### src/arith_exec_regs.vh
// Instruction codes, encoded lengths and cycle counts of the arithmetic unit
`ifndef ARITH_EXEC_REGS_VH
`define ARITH_EXEC_REGS_VH

// Operation code: group in op[4:2], form in op[1:0]
`define GRP_ADD 3'h0
`define GRP_ADD_CARRY 3'h1
`define GRP_SUB_BORROW 3'h2
`define GRP_INC 3'h3
`define GRP_DEC 3'h4
`define GRP_MISC 3'h5
`define GRP_LOAD_AUX 3'h6

// Forms of the operand groups
`define FORM_REG 2'h0
`define FORM_DIR 2'h1
`define FORM_IND 2'h2
`define FORM_IMM 2'h3
`define FORM_ACC 2'h3

// Forms of the miscellaneous group
`define MISC_INC_POINTER 2'h0
`define MISC_MULTIPLY 2'h1
`define MISC_DIV 2'h2
`define MISC_DEC_ADJUST 2'h3

// Encoded lengths in bytes
`define LEN_ONE 2'd1
`define LEN_TWO 2'd2

// Execution cycles
`define CYC_ALU_REG 3'd1
`define CYC_ALU_DIR 3'd2
`define CYC_ALU_IND 3'd2
`define CYC_ALU_IMM 3'd2
`define CYC_INC_ACC 3'd1
`define CYC_INC_REG 3'd2
`define CYC_INC_DIR 3'd3
`define CYC_INC_IND 3'd3
`define CYC_INC_POINTER 3'd1
`define CYC_MULTIPLY 3'd2
`define CYC_DIV 3'd6
`define CYC_DEC_ADJUST 3'd3
`define CYC_LOAD_AUX 3'd1

// Divider iterations, two quotient bits each
`define DIV_STEPS 3'd4

// Reset values
`define ACC_RESET 8'h00
`define AUX_RESET 8'h00
`define POINTER_RESET 16'h0000

`endif

### src/div_radix4.v
// Sequential 8-bit divider producing two quotient bits per cycle
`include "arith_exec_regs.vh"

module div_radix4 (
  input wire clk,
  input wire nrst,
  input wire start,
  input wire [7:0] dividend,
  input wire [7:0] divisor,
  output reg [7:0] quot,
  output reg [7:0] rem
);

  reg [7:0] dsr;
  reg [2:0] steps;
  reg [7:0] t_q;
  reg [7:0] t_r;
  reg [9:0] trial;
  integer i;

  // Two restoring steps per clock
  always @* begin
    t_q = quot;
    t_r = rem;
    trial = 10'h000;
    for (i = 0; i < 2; i = i + 1) begin
      trial = {1'b0, t_r, t_q[7]} - {2'b00, dsr};
      if (!trial[9]) begin
        t_r = trial[7:0];
        t_q = {t_q[6:0], 1'b1};
      end else begin
        t_r = {t_r[6:0], t_q[7]};
        t_q = {t_q[6:0], 1'b0};
      end
    end
  end

  always @(posedge clk) begin
    if (!nrst) begin
      quot <= 8'h00;
      rem <= 8'h00;
      dsr <= 8'h00;
      steps <= 3'h0;
    end else if (start) begin
      quot <= dividend;
      rem <= 8'h00;
      dsr <= divisor;
      steps <= `DIV_STEPS;
    end else if (steps != 3'h0) begin
      quot <= t_q;
      rem <= t_r;
      steps <= steps - 3'h1;
    end
  end

endmodule

### src/arith_exec_unit.v
// Arithmetic execution unit: add, carry add, borrow subtract, inc/dec, multiply, divide, decimal adjust
`include "arith_exec_regs.vh"

module arith_exec_unit (
  input wire clk,
  input wire nrst,
  input wire start,
  input wire [4:0] op,
  input wire [7:0] src_byte,
  input wire [7:0] ptr_val,
  input wire [7:0] mem_rdata,
  output wire ready,
  output wire done,
  output reg [1:0] instr_len,
  output wire mem_rd,
  output wire mem_wr,
  output reg [7:0] mem_addr,
  output reg [7:0] mem_wdata,
  output wire reg_wr,
  output reg [7:0] reg_wdata,
  output reg [7:0] acc,
  output reg [7:0] aux,
  output reg [15:0] data_pointer_16,
  output reg carry,
  output reg aux_carry,
  output reg overflow
);

  localparam S_IDLE = 2'b01;
  localparam S_RUN = 2'b10;

  reg [1:0] state;
  reg [4:0] op_q;
  reg [7:0] src_q;
  reg [7:0] opnd_q;
  reg [2:0] cnt;
  reg first;

  wire [2:0] grp = op[4:2];
  wire [1:0] form = op[1:0];
  wire [2:0] grp_q = op_q[4:2];
  wire [1:0] form_q = op_q[1:0];
  wire is_idle = state[0];
  wire is_run = state[1];
  wire take = is_idle & start;

  // Cycle count and byte length of the offered instruction
  reg [2:0] cyc;
  reg [1:0] len;
  always @* begin
    cyc = `CYC_ALU_REG;
    len = `LEN_ONE;
    case (grp)
      `GRP_ADD, `GRP_ADD_CARRY, `GRP_SUB_BORROW: begin
        case (form)
          `FORM_REG: cyc = `CYC_ALU_REG;
          `FORM_DIR: begin
            cyc = `CYC_ALU_DIR;
            len = `LEN_TWO;
          end
          `FORM_IND: cyc = `CYC_ALU_IND;
          default: begin
            cyc = `CYC_ALU_IMM;
            len = `LEN_TWO;
          end
        endcase
      end
      `GRP_INC, `GRP_DEC: begin
        case (form)
          `FORM_REG: cyc = `CYC_INC_REG;
          `FORM_DIR: begin
            cyc = `CYC_INC_DIR;
            len = `LEN_TWO;
          end
          `FORM_IND: cyc = `CYC_INC_IND;
          default: cyc = `CYC_INC_ACC;
        endcase
      end
      `GRP_LOAD_AUX: cyc = `CYC_LOAD_AUX;
      default: begin
        case (form)
          `MISC_INC_POINTER: cyc = `CYC_INC_POINTER;
          `MISC_MULTIPLY: cyc = `CYC_MULTIPLY;
          `MISC_DIV: cyc = `CYC_DIV;
          default: cyc = `CYC_DEC_ADJUST;
        endcase
      end
    endcase
  end

  wire op_grp_q = (grp_q != `GRP_MISC);
  wire mem_form_q = op_grp_q & ((form_q == `FORM_DIR) | (form_q == `FORM_IND));
  wire incdec_q = (grp_q == `GRP_INC) | (grp_q == `GRP_DEC);
  wire last = is_run & (cnt == 3'h1);

  assign ready = is_idle;
  assign done = (take & (cyc == 3'h1)) | last;
  assign mem_rd = is_run & first & mem_form_q;
  assign mem_wr = last & incdec_q & mem_form_q;
  assign reg_wr = last & incdec_q & (form_q == `FORM_REG);

  // Operation and operand seen by the datapath this cycle
  wire [4:0] x_op = is_idle ? op : op_q;
  wire [2:0] x_grp = x_op[4:2];
  wire [1:0] x_form = x_op[1:0];
  wire [7:0] x_opnd = is_idle ? src_byte :
                      (mem_form_q ? (first ? mem_rdata : opnd_q) : src_q);

  // Adder and subtractor with nibble carry
  wire cin = (x_grp == `GRP_ADD) ? 1'b0 : carry;
  wire [8:0] sum = {1'b0, acc} + {1'b0, x_opnd} + {8'h00, cin};
  wire [4:0] sum_lo = {1'b0, acc[3:0]} + {1'b0, x_opnd[3:0]} + {4'h0, cin};
  wire [8:0] diff = {1'b0, acc} - {1'b0, x_opnd} - {8'h00, carry};
  wire [4:0] diff_lo = {1'b0, acc[3:0]} - {1'b0, x_opnd[3:0]} - {4'h0, carry};
  wire [15:0] prod = acc * aux;
  wire [7:0] quot;
  wire [7:0] rem;

  // Decimal adjust
  wire low_fix = (acc[3:0] > 4'h9) | aux_carry;
  wire [8:0] da1 = {1'b0, acc} + (low_fix ? 9'h006 : 9'h000);
  wire hi_fix = (da1[7:4] > 4'h9) | carry | da1[8];
  wire [8:0] da2 = {1'b0, da1[7:0]} + (hi_fix ? 9'h060 : 9'h000);

  div_radix4 i_div_radix4 (
    .clk(clk),
    .nrst(nrst),
    .start(take & (op == {`GRP_MISC, `MISC_DIV})),
    .dividend(acc),
    .divisor(aux),
    .quot(quot),
    .rem(rem)
  );

  wire fire = done;

  always @(posedge clk) begin
    if (!nrst) begin
      state <= S_IDLE;
      op_q <= 5'h00;
      src_q <= 8'h00;
      opnd_q <= 8'h00;
      cnt <= 3'h0;
      first <= 1'b0;
      instr_len <= 2'h0;
      mem_addr <= 8'h00;
      mem_wdata <= 8'h00;
      reg_wdata <= 8'h00;
    end else begin
      first <= take;
      case (state)
        S_IDLE: begin
          if (start) begin
            op_q <= op;
            src_q <= src_byte;
            instr_len <= len;
            cnt <= cyc - 3'h1;
            // Direct forms address by the operand byte, indirect by the pointer
            mem_addr <= (form == `FORM_IND) ? ptr_val : src_byte;
            if (grp == `GRP_INC)
              reg_wdata <= src_byte + 8'h01;
            else
              reg_wdata <= src_byte - 8'h01;
            if (cyc != 3'h1)
              state <= S_RUN;
          end
        end
        S_RUN: begin
          cnt <= cnt - 3'h1;
          if (first) begin
            opnd_q <= mem_rdata;
            if (grp_q == `GRP_INC)
              mem_wdata <= mem_rdata + 8'h01;
            else
              mem_wdata <= mem_rdata - 8'h01;
          end
          if (last)
            state <= S_IDLE;
        end
        default: state <= S_IDLE;
      endcase
    end
  end

  // Architectural state updates on the completing cycle
  always @(posedge clk) begin
    if (!nrst) begin
      acc <= `ACC_RESET;
      aux <= `AUX_RESET;
      data_pointer_16 <= `POINTER_RESET;
      carry <= 1'b0;
      aux_carry <= 1'b0;
      overflow <= 1'b0;
    end else if (fire) begin
      case (x_grp)
        `GRP_ADD, `GRP_ADD_CARRY: begin
          acc <= sum[7:0];
          carry <= sum[8];
          aux_carry <= sum_lo[4];
          overflow <= (acc[7] == x_opnd[7]) & (sum[7] != acc[7]);
        end
        `GRP_SUB_BORROW: begin
          acc <= diff[7:0];
          carry <= diff[8];
          aux_carry <= diff_lo[4];
          overflow <= (acc[7] != x_opnd[7]) & (diff[7] != acc[7]);
        end
        `GRP_INC: begin
          if (x_form == `FORM_ACC)
            acc <= acc + 8'h01;
        end
        `GRP_DEC: begin
          if (x_form == `FORM_ACC)
            acc <= acc - 8'h01;
        end
        // Auxiliary operand written from src_byte, no flags touched
        `GRP_LOAD_AUX: aux <= x_opnd;
        default: begin
          case (x_form)
            `MISC_INC_POINTER: data_pointer_16 <= data_pointer_16 + 16'h0001;
            `MISC_MULTIPLY: begin
              acc <= prod[7:0];
              aux <= prod[15:8];
              carry <= 1'b0;
              overflow <= (prod[15:8] != 8'h00);
            end
            `MISC_DIV: begin
              // Zero divisor leaves the operands and flags overflow
              if (aux != 8'h00) begin
                acc <= quot;
                aux <= rem;
              end
              carry <= 1'b0;
              overflow <= (aux == 8'h00);
            end
            default: begin
              acc <= da2[7:0];
              carry <= carry | da1[8] | da2[8];
            end
          endcase
        end
      endcase
    end
  end

endmodule

### config.mk
export PLATFORM = sky130hd
export DESIGN_NAME = arith_exec_unit
export DESIGN_NICKNAME = d
export VERILOG_FILES = /design/src/div_radix4.v /design/src/arith_exec_unit.v
export VERILOG_INCLUDE_DIRS = /design/src
export SDC_FILE = /design/constraint.sdc
export NUM_CORES = 1
export LEC_CHECK = 0
export ABC_CLOCK_PERIOD_IN_PS = 6200
export BUFFER_PORTS_ARGS = -buffer_cell sky130_fd_sc_hd__buf_4
export CORE_MARGIN = 2
export CORE_UTILIZATION = 48
export CTS_BUF_LIST = sky130_fd_sc_hd__clkbuf_4 sky130_fd_sc_hd__clkbuf_8 sky130_fd_sc_hd__clkbuf_16
export DETAILED_ROUTE_END_ITERATION = 16
export PLACE_DENSITY = 0.67
export SLEW_MARGIN = 20
export SYNTH_ARGS = -nofsm -noshare
export SYNTH_HDL_FRONTEND = slang
export SYNTH_SLANG_ARGS = --single-unit
### constraint.sdc
create_clock -name clk -period 6.2 [get_ports clk]
set_clock_uncertainty 0.15 [all_clocks]
set_input_delay 1.24 -clock clk [delete_from_list [all_inputs] [get_ports clk]]
set_output_delay 1.24 -clock clk [all_outputs]
set_load 0.01 [all_outputs]
==> flow_metrics.env, run 1 <==
export IMPL_ant_nets=0
export IMPL_vdd_drop_max_mv=0.201
export IMPL_wl_um=29000
export IMPL_place_ws_ns=1.02
export IMPL_rsz0062_at_grt="false"
export IMPL_status="finished clean"
export IMPL_switching_share_pct=39.5
export IMPL_fin_area_um2=12300
export IMPL_dr_first_iter_drc_count=663
export IMPL_postSynth_topFlopCell="dfxtp_1"
export IMPL_avgSynthCellArea_um2=8.08
export IMPL_p_int_mw=1.96
export IMPL_fp_row_count=54
export IMPL_via_per_inst=5.66
export IMPL_place_hpwl_um=22000
export IMPL_tightest_slew_ns=1.05
export IMPL_grt_use_total_pct=24.6
export IMPL_cp_required_ns=6.35
export IMPL_route_vias_total=9587
export IMPL_layout_drive_gt1_share_pct=12.4
export IMPL_grt_pass1_wl_um=47200
export IMPL_worst_hold_slack_ns=0.308
export IMPL_p_clk_share_pct=29.4
export IMPL_synth_seq_area_share_pct=21.4
export IMPL_power_density_nw_per_um2=264
export IMPL_arrival_ns=5.39
export IMPL_ctsHtreeMaxLevel=4
export IMPL_synth_top_cells_by_area="dfxtp_1 (21%), ha_1 (13%), fa_1 (8.7%)"
export IMPL_syn_area_um2=10800
export IMPL_regMostFlops="data_pointer_16"
export IMPL_cts_tree="yes"
export IMPL_power_total_mw=3.24
export IMPL_cts_setup_buffers=0
export IMPL_clk_pin_slew_ns=0.06
export IMPL_cts_hold_buffers_added=0
export IMPL_drc_errors=0
export IMPL_cts_sinks=115
export IMPL_coreArea_um2=21900
export IMPL_yosys_area_top_type_share_pct=21.4
export IMPL_placed_cell_area_um2=11700
export IMPL_cts_resized=0
export IMPL_hold_viol=0
export IMPL_slew_viol_final=0
export IMPL_nets=1593
export IMPL_fmax_mhz=191
export IMPL_setup_tns_ns=0
export IMPL_ys_ff_latch=115
export IMPL_ys_types=73
export IMPL_finalNonFillerCells=1694
export IMPL_routedWlPerCell_um=17.1
export IMPL_regArea_um2=2300
export IMPL_cp_end_kind="flip-flop"
export IMPL_synth_top_area_cell="dfxtp_1"
export IMPL_overflow=0
export IMPL_portBuffers=97
export IMPL_grt_pass1_vias=9214
export IMPL_finalWorstSetupSlack_ns=0.954
export IMPL_setup_viol=0
export IMPL_p_leak_nw=5.67
export IMPL_synth_edf_count=0
export IMPL_multi_input_area_um2=7710
export IMPL_crit_type="flip-flop to flip-flop"
export IMPL_syn_to_final_growth_pct=14.0
export IMPL_antenna_found_initial=0
export IMPL_place_congestion=0.911
export IMPL_period_needed_ns=5.25
export IMPL_p_seq_share_pct=26.7
export IMPL_dieWidth_um=154
export IMPL_fin_crit_sh_pct=84.6
export IMPL_firstDrtPassIters=7
export IMPL_ys_warnings_count=0
export IMPL_cts_buffer_depth=2
export IMPL_fp_dieArea_um2=23600
export IMPL_cts_buffers=17
export IMPL_grt_max_degree=69
export IMPL_drv_cap=0
export IMPL_p_comb_share_pct=43.9
export IMPL_antenna_cells=0
export IMPL_largest_reg_flops=16
export IMPL_fin_util_pct=56.1
export IMPL_cp_start_kind="flip-flop"
export IMPL_cts_root_buf="clkbuf_16"
export IMPL_synthesis_nets=1525
export IMPL_clk_latency_ns=0.43
export IMPL_ioPinCount=98
export IMPL_dp_cells=1662
export IMPL_cp_max_fo=11
export IMPL_die_h_um=154
export IMPL_max_slew_margin_rel_pct=29.8
export IMPL_synth_cells=1333
export IMPL_synth_async_reset_ratio_pct=0
export IMPL_hold_class="flip-flop to flip-flop"
export IMPL_start_util_pct=49.2
export IMPL_power_switching_mw=1.28
export IMPL_num_fill_cells=2055
[path summary, 6_finish.rpt]
check,cells after the start,to,startpoint,slack (ns)
max reg2reg,17,overflow$_SDFFE_PN0P_,acc[3]$_SDFFE_PN0P_,0.95
min,2,src_q[7]$_SDFFE_PN0P_,src_q[7]$_SDFFE_PN0P_,0.31
min reg2reg,2,src_q[7]$_SDFFE_PN0P_,src_q[7]$_SDFFE_PN0P_,0.31
max,17,overflow$_SDFFE_PN0P_,acc[3]$_SDFFE_PN0P_,0.95
[Yosys cell counts (4+ instances only)]
library cell  count
a211oi_1          8
a21boi_0         42
a21o_1           16
a21oi_1          77
a221oi_1         10
a22oi_1           7
a31oi_1           9
and2_1           65
and3_1            4
buf_1             4
clkbuf_1         57
dfxtp_1         115
fa_1             47
ha_1            113
inv_1           128
mux2_2           10
mux2i_1          31
nand2_1         172
nand2b_1          8
nand3_1          24
nand3b_1          4
nand4_1           6
nor2_1           63
nor2b_1          13
nor3_1           14
nor3b_1           6
o211a_1          19
o211ai_1         16
o21a_1           10
o21ai_0          72
o21ai_1           4
o21bai_1          7
o22ai_1           4
o31ai_1           5
or2_2             5
or3_1             9
xnor2_1          46
xor2_1           23
[cells in the final DEF, fill, tap and decap left out, types with 5 or more instances in the layout]
| master | count |
|---|---|
| a211oi_1 | 8 |
| a21boi_0 | 42 |
| a21o_1 | 16 |
| a21oi_1 | 77 |
| a221oi_1 | 10 |
| a22oi_1 | 7 |
| a31oi_1 | 9 |
| and2_1 | 65 |
| buf_4 | 116 |
| clkbuf_16 | 17 |
| dfxtp_1 | 115 |
| fa_1 | 47 |
| ha_1 | 113 |
| inv_1 | 128 |
| mux2_2 | 10 |
| mux2i_1 | 31 |
| nand2_1 | 172 |
| nand2b_1 | 8 |
| nand3_1 | 24 |
| nand4_1 | 6 |
| nor2_1 | 62 |
| nor2b_1 | 13 |
| nor3_1 | 14 |
| nor3b_1 | 6 |
| o211a_1 | 19 |
| o211ai_1 | 16 |
| o21a_1 | 10 |
| o21ai_0 | 72 |
| o21bai_1 | 7 |
| o31ai_1 | 5 |
| or2_2 | 5 |
| or3_1 | 9 |
| xnor2_1 | 46 |
| xor2_1 | 23 |
[critical path, stage by stage (launching register included)]
cell and delay (ns):
dfxtp_1 0.61, buf_4 0.25, nand2_1 0.08, fa_1 0.38
inv_1 0.10, fa_1 0.40, inv_1 0.08, fa_1 0.44
fa_1 0.55, inv_1 0.04, ha_1 0.34, o21ai_0 0.18
o211a_1 0.25, or3_1 0.38, a21boi_0 0.26, o22ai_1 0.12
nor4_1 0.36, o21ai_0 0.14
[layer usage]
layer  vias up  track usage, %  wire length (um)
met5         -               0                 0
met4         0            7.60               631
met2       263            40.1             13400
met1      4551            33.2             13300
li1       4726               -                 -
met3        47            4.34              1630
[layout make-up]
| type | instances | area share [%] |
|---|---|---|
| clock buffer | 18 | 3.53 |
| clock inverter | 14 | 1.07 |
| inverter | 128 | 3.91 |
| multi-input combinational | 1023 | 62.8 |
| sequential | 115 | 18.8 |
| tap | 280 | 2.85 |
| timing repair buffer | 116 | 7.09 |
[cell families (layout without fill, tap and decap cells)]
logic type,count (synthesis),in the layout,synth area share (%)
and+or+nand+nor,410,410,18.5
xor gates and xnor gates,69,69,5.61
adders and majority gates,160,160,21.9
DFF,115,115,21.4
buffers and inverters,195,276,7.03
AOI/OAI and AO/OA,343,343,21.7
muxes,41,41,3.93
[power by group through the flow]
stage	Sequential [mW]	Clock, mW	Combinational, mW
6_report	0.867	0.953	1.42
5_1_grt	0.874	1.00	1.58
4_1_cts	0.864	0.966	1.41
3_5_place_dp	0.879	0	1.40
3_3_place_gp	0.878	0	1.38
2_1_floorplan	0.862	0	1.08
Power figures use the tool's default switching activity.
==> run 2: changes to the inputs <==
ABC_AREA = 1   (was unset)
ABC_CLOCK_PERIOD_IN_PS = 4910   (was 6200)
clock period = 4.91 ns   (was 6.2 ns; I/O delays follow)
==> flow_metrics.env, run 2 <==
export IMPL_status="finished clean"
export IMPL_cts_hold_buffers_added=0
export IMPL_power_total_mw=4.55
export IMPL_nets=1915
export IMPL_avgSynthCellArea_um2=6.69
export IMPL_antenna_found_initial=0
export IMPL_dr_first_iter_drc_count=848
export IMPL_ys_types=53
export IMPL_hold_path_startpoint="reg_wdata[0]$_SDFFE_PN0P_"
export IMPL_fin_area_um2=12600
export IMPL_period_needed_ns=4.49
export IMPL_fmax_mhz=223
export IMPL_postSynth_topFlopCell="dfxtp_1"
export IMPL_grt_max_degree=68
export IMPL_min_delay_path_depth=2
export IMPL_grt_use_total_pct=26.6
export IMPL_synthesis_nets=1831
export IMPL_cts_tree="yes"
export IMPL_finalNonFillerCells=2021
export IMPL_synth_cells=1639
export IMPL_overflow=0
export IMPL_dieWidth_um=155
export IMPL_cts_buffers=17
export IMPL_rr_worst_depth=22
export IMPL_max_slew_margin_rel_pct=27.9
export IMPL_synth_top_area_cell="dfxtp_1"
export IMPL_r2r_end="overflow$_SDFFE_PN0P_"
export IMPL_grt_pass1_vias=10200
export IMPL_reg2reg_from="aux[5]$_SDFFE_PN0P_"
export IMPL_ctsHtreeMaxLevel=4
export IMPL_route_vias_total=10800
export IMPL_power_density_nw_per_um2=361
export IMPL_cts_sinks=115
export IMPL_cts_buffer_depth=2
export IMPL_setup_tns_ns=0
export IMPL_place_hpwl_um=24600
export IMPL_dp_cells=1989
export IMPL_place_congestion=0.969
export IMPL_clk_pin_slew_ns=0.06
export IMPL_gr_usage_met3_pct=5.15
export IMPL_gr_usage_met1_pct=35.4
export IMPL_synth_top_cells_by_area="dfxtp_1 (21%), ha_1 (13%), nand2_1 (12%)"
export IMPL_synth_async_reset_ratio_pct=0
export IMPL_slew_viol_final=0
export IMPL_coreArea_um2=22500
export IMPL_tightest_slew_ns=1.08
export IMPL_synth_edf_count=0
export IMPL_portBuffers=97
export IMPL_rsz0062_at_grt="false"
export IMPL_crit_type="flip-flop to flip-flop"
export IMPL_placed_cell_area_um2=12000
export IMPL_via_per_inst=5.34
export IMPL_grt_pass1_wl_um=51500
export IMPL_drv_cap=0
export IMPL_hold_class="flip-flop to flip-flop"
export IMPL_start_util_pct=48.7
export IMPL_largest_reg_flops=16
export IMPL_firstDrtPassIters=8
export IMPL_fp_row_count=55
export IMPL_synth_most_common_cell="nand2_1"
export IMPL_cp_end_kind="flip-flop"
export IMPL_antenna_cells=0
export IMPL_fin_crit_sh_pct=91.3
export IMPL_syn_area_um2=11000
export IMPL_cts_setup_buffers=0
export IMPL_finalWorstSetupSlack_ns=0.425
export IMPL_top_usage_layer="met2"
export IMPL_final_common_cell="nand2_1"
export IMPL_p_leak_nw=6.61
export IMPL_num_fill_cells=2236
export IMPL_ys_ff_latch=115
export IMPL_setup_viol=0
export IMPL_ant_nets=0
export IMPL_routedWlPerCell_um=15.6
export IMPL_place_ws_ns=0.340
export IMPL_vdd_drop_max_mv=0.438
export IMPL_drc_errors=0
export IMPL_die_h_um=155
export IMPL_hold_path_endpoint="reg_wdata[0]$_SDFFE_PN0P_"
export IMPL_cts_resized=0
export IMPL_synthTopCellsByCount="nand2_1 (361), inv_1 (279), a21oi_1 (157), nor2_1 (137)"
export IMPL_yosys_area_top_type_share_pct=21.0
export IMPL_final_cell_mix="nand2_1 (361), inv_1 (279), a21oi_1 (157), nor2_1 (136), buf_4 (118)"
export IMPL_use_met2_pct=44.4
export IMPL_syn_to_final_growth_pct=15.0
export IMPL_layout_drive_gt1_share_pct=10.8
export IMPL_regMostFlops="data_pointer_16"
export IMPL_cts_root_buf="clkbuf_16"
export IMPL_cp_max_fo=7
export IMPL_wl_um=31500
export IMPL_ioPinCount=98
export IMPL_cp_start_kind="flip-flop"
export IMPL_fp_dieArea_um2=24100
export IMPL_regArea_um2=2310
export IMPL_hold_viol=0
export IMPL_r2r_setup_slack_ns=0.42
export IMPL_synth_seq_area_share_pct=21.0
export IMPL_cp_required_ns=5.05
export IMPL_arrival_ns=4.63
export IMPL_clk_latency_ns=0.42
export IMPL_multi_input_area_um2=7330
export IMPL_ys_warnings_count=0
## run 2: cell count changes in the layout (fill, tap and decap cells not counted), sizes merged, moves of 27 or more
cell,change
nor2,+76
nand3,+61
nand2,+192
inv,+160
and2,-66
mux2i,-27
a21boi,-43
a21oi,+80
xnor2,-33
o21ai,+45
## run 2: area by class of cell
cell class,count,area share (%)
multi-input cells,1178,58.2
clock buffers,21,3.66
inverters,293,8.78
well taps,285,2.83
repair buffers,118,7.03
clock inverters,11,1.21
flip-flops and latches,115,18.3
## run 2: power by group
group	internal [mW]	switching, mW	leakage (nW)	total (mW)
registers	1.03	0.0851	0.940	1.12
logic	0.769	1.36	5.38	2.13
clock network	0.832	0.479	0.295	1.31
total	2.63	1.92	6.61	4.55
## run 2: through the flow
stage	hold WS [ns]	utilization, %
global route	0.347	56.0
global placement	0.305	53.3
detailed placement	0.311	53.3
CTS	0.325	56.0
floorplan	0.295	-
finish	0.323	56.0
## run 2: worst max-delay path by stage
stage,endpoint,cells past startpoint,startpoint,slack (ns)
after detailed placement,overflow$_SDFFE_PN0P_,20,aux[7]$_SDFFE_PN0P_,0.34
after CTS,overflow$_SDFFE_PN0P_,20,aux[7]$_SDFFE_PN0P_,0.34
after floorplan,overflow$_SDFFE_PN0P_,24,acc[1]$_SDFFE_PN0P_,0.38
final,overflow$_SDFFE_PN0P_,22,aux[5]$_SDFFE_PN0P_,0.42
after global placement,overflow$_SDFFE_PN0P_,21,aux[7]$_SDFFE_PN0P_,0.41
after global routing,overflow$_SDFFE_PN0P_,20,acc[1]$_SDFFE_PN0P_,0.02
## run 2: critical path: stages (launching register included)
cell	delay, ns
dfxtp_1	0.47
buf_4	0.21
nand2_1	0.07
fa_1	0.47
fa_1	0.53
fa_1	0.52
fa_1	0.54
inv_1	0.04
ha_1	0.34
nand2_1	0.08
nand2_1	0.08
nand2_1	0.07
nand2_1	0.07
nand2_1	0.09
nand3_1	0.08
nand2_1	0.07
nand2_1	0.08
nor2_1	0.09
nand3_1	0.08
nand2_1	0.08
nand2_1	0.05
nand2_1	0.06
a21oi_1	0.07
## run 2: metal layers
layer  vias to the layer above  wire length, um
met2                       294            14600
met5                         -                0
met1                      5000            14600
met3                        49             1730
li1                       5453                -
met4                         0              624
## run 2: logic make-up after synthesis
logic type	share of synthesized area [%]
mux	0.365
flops	21.0
xor+xnor	3.28
simple gates	24.7
fa+ha+maj	21.5
buf+inv	12.1
compound gates	17.0
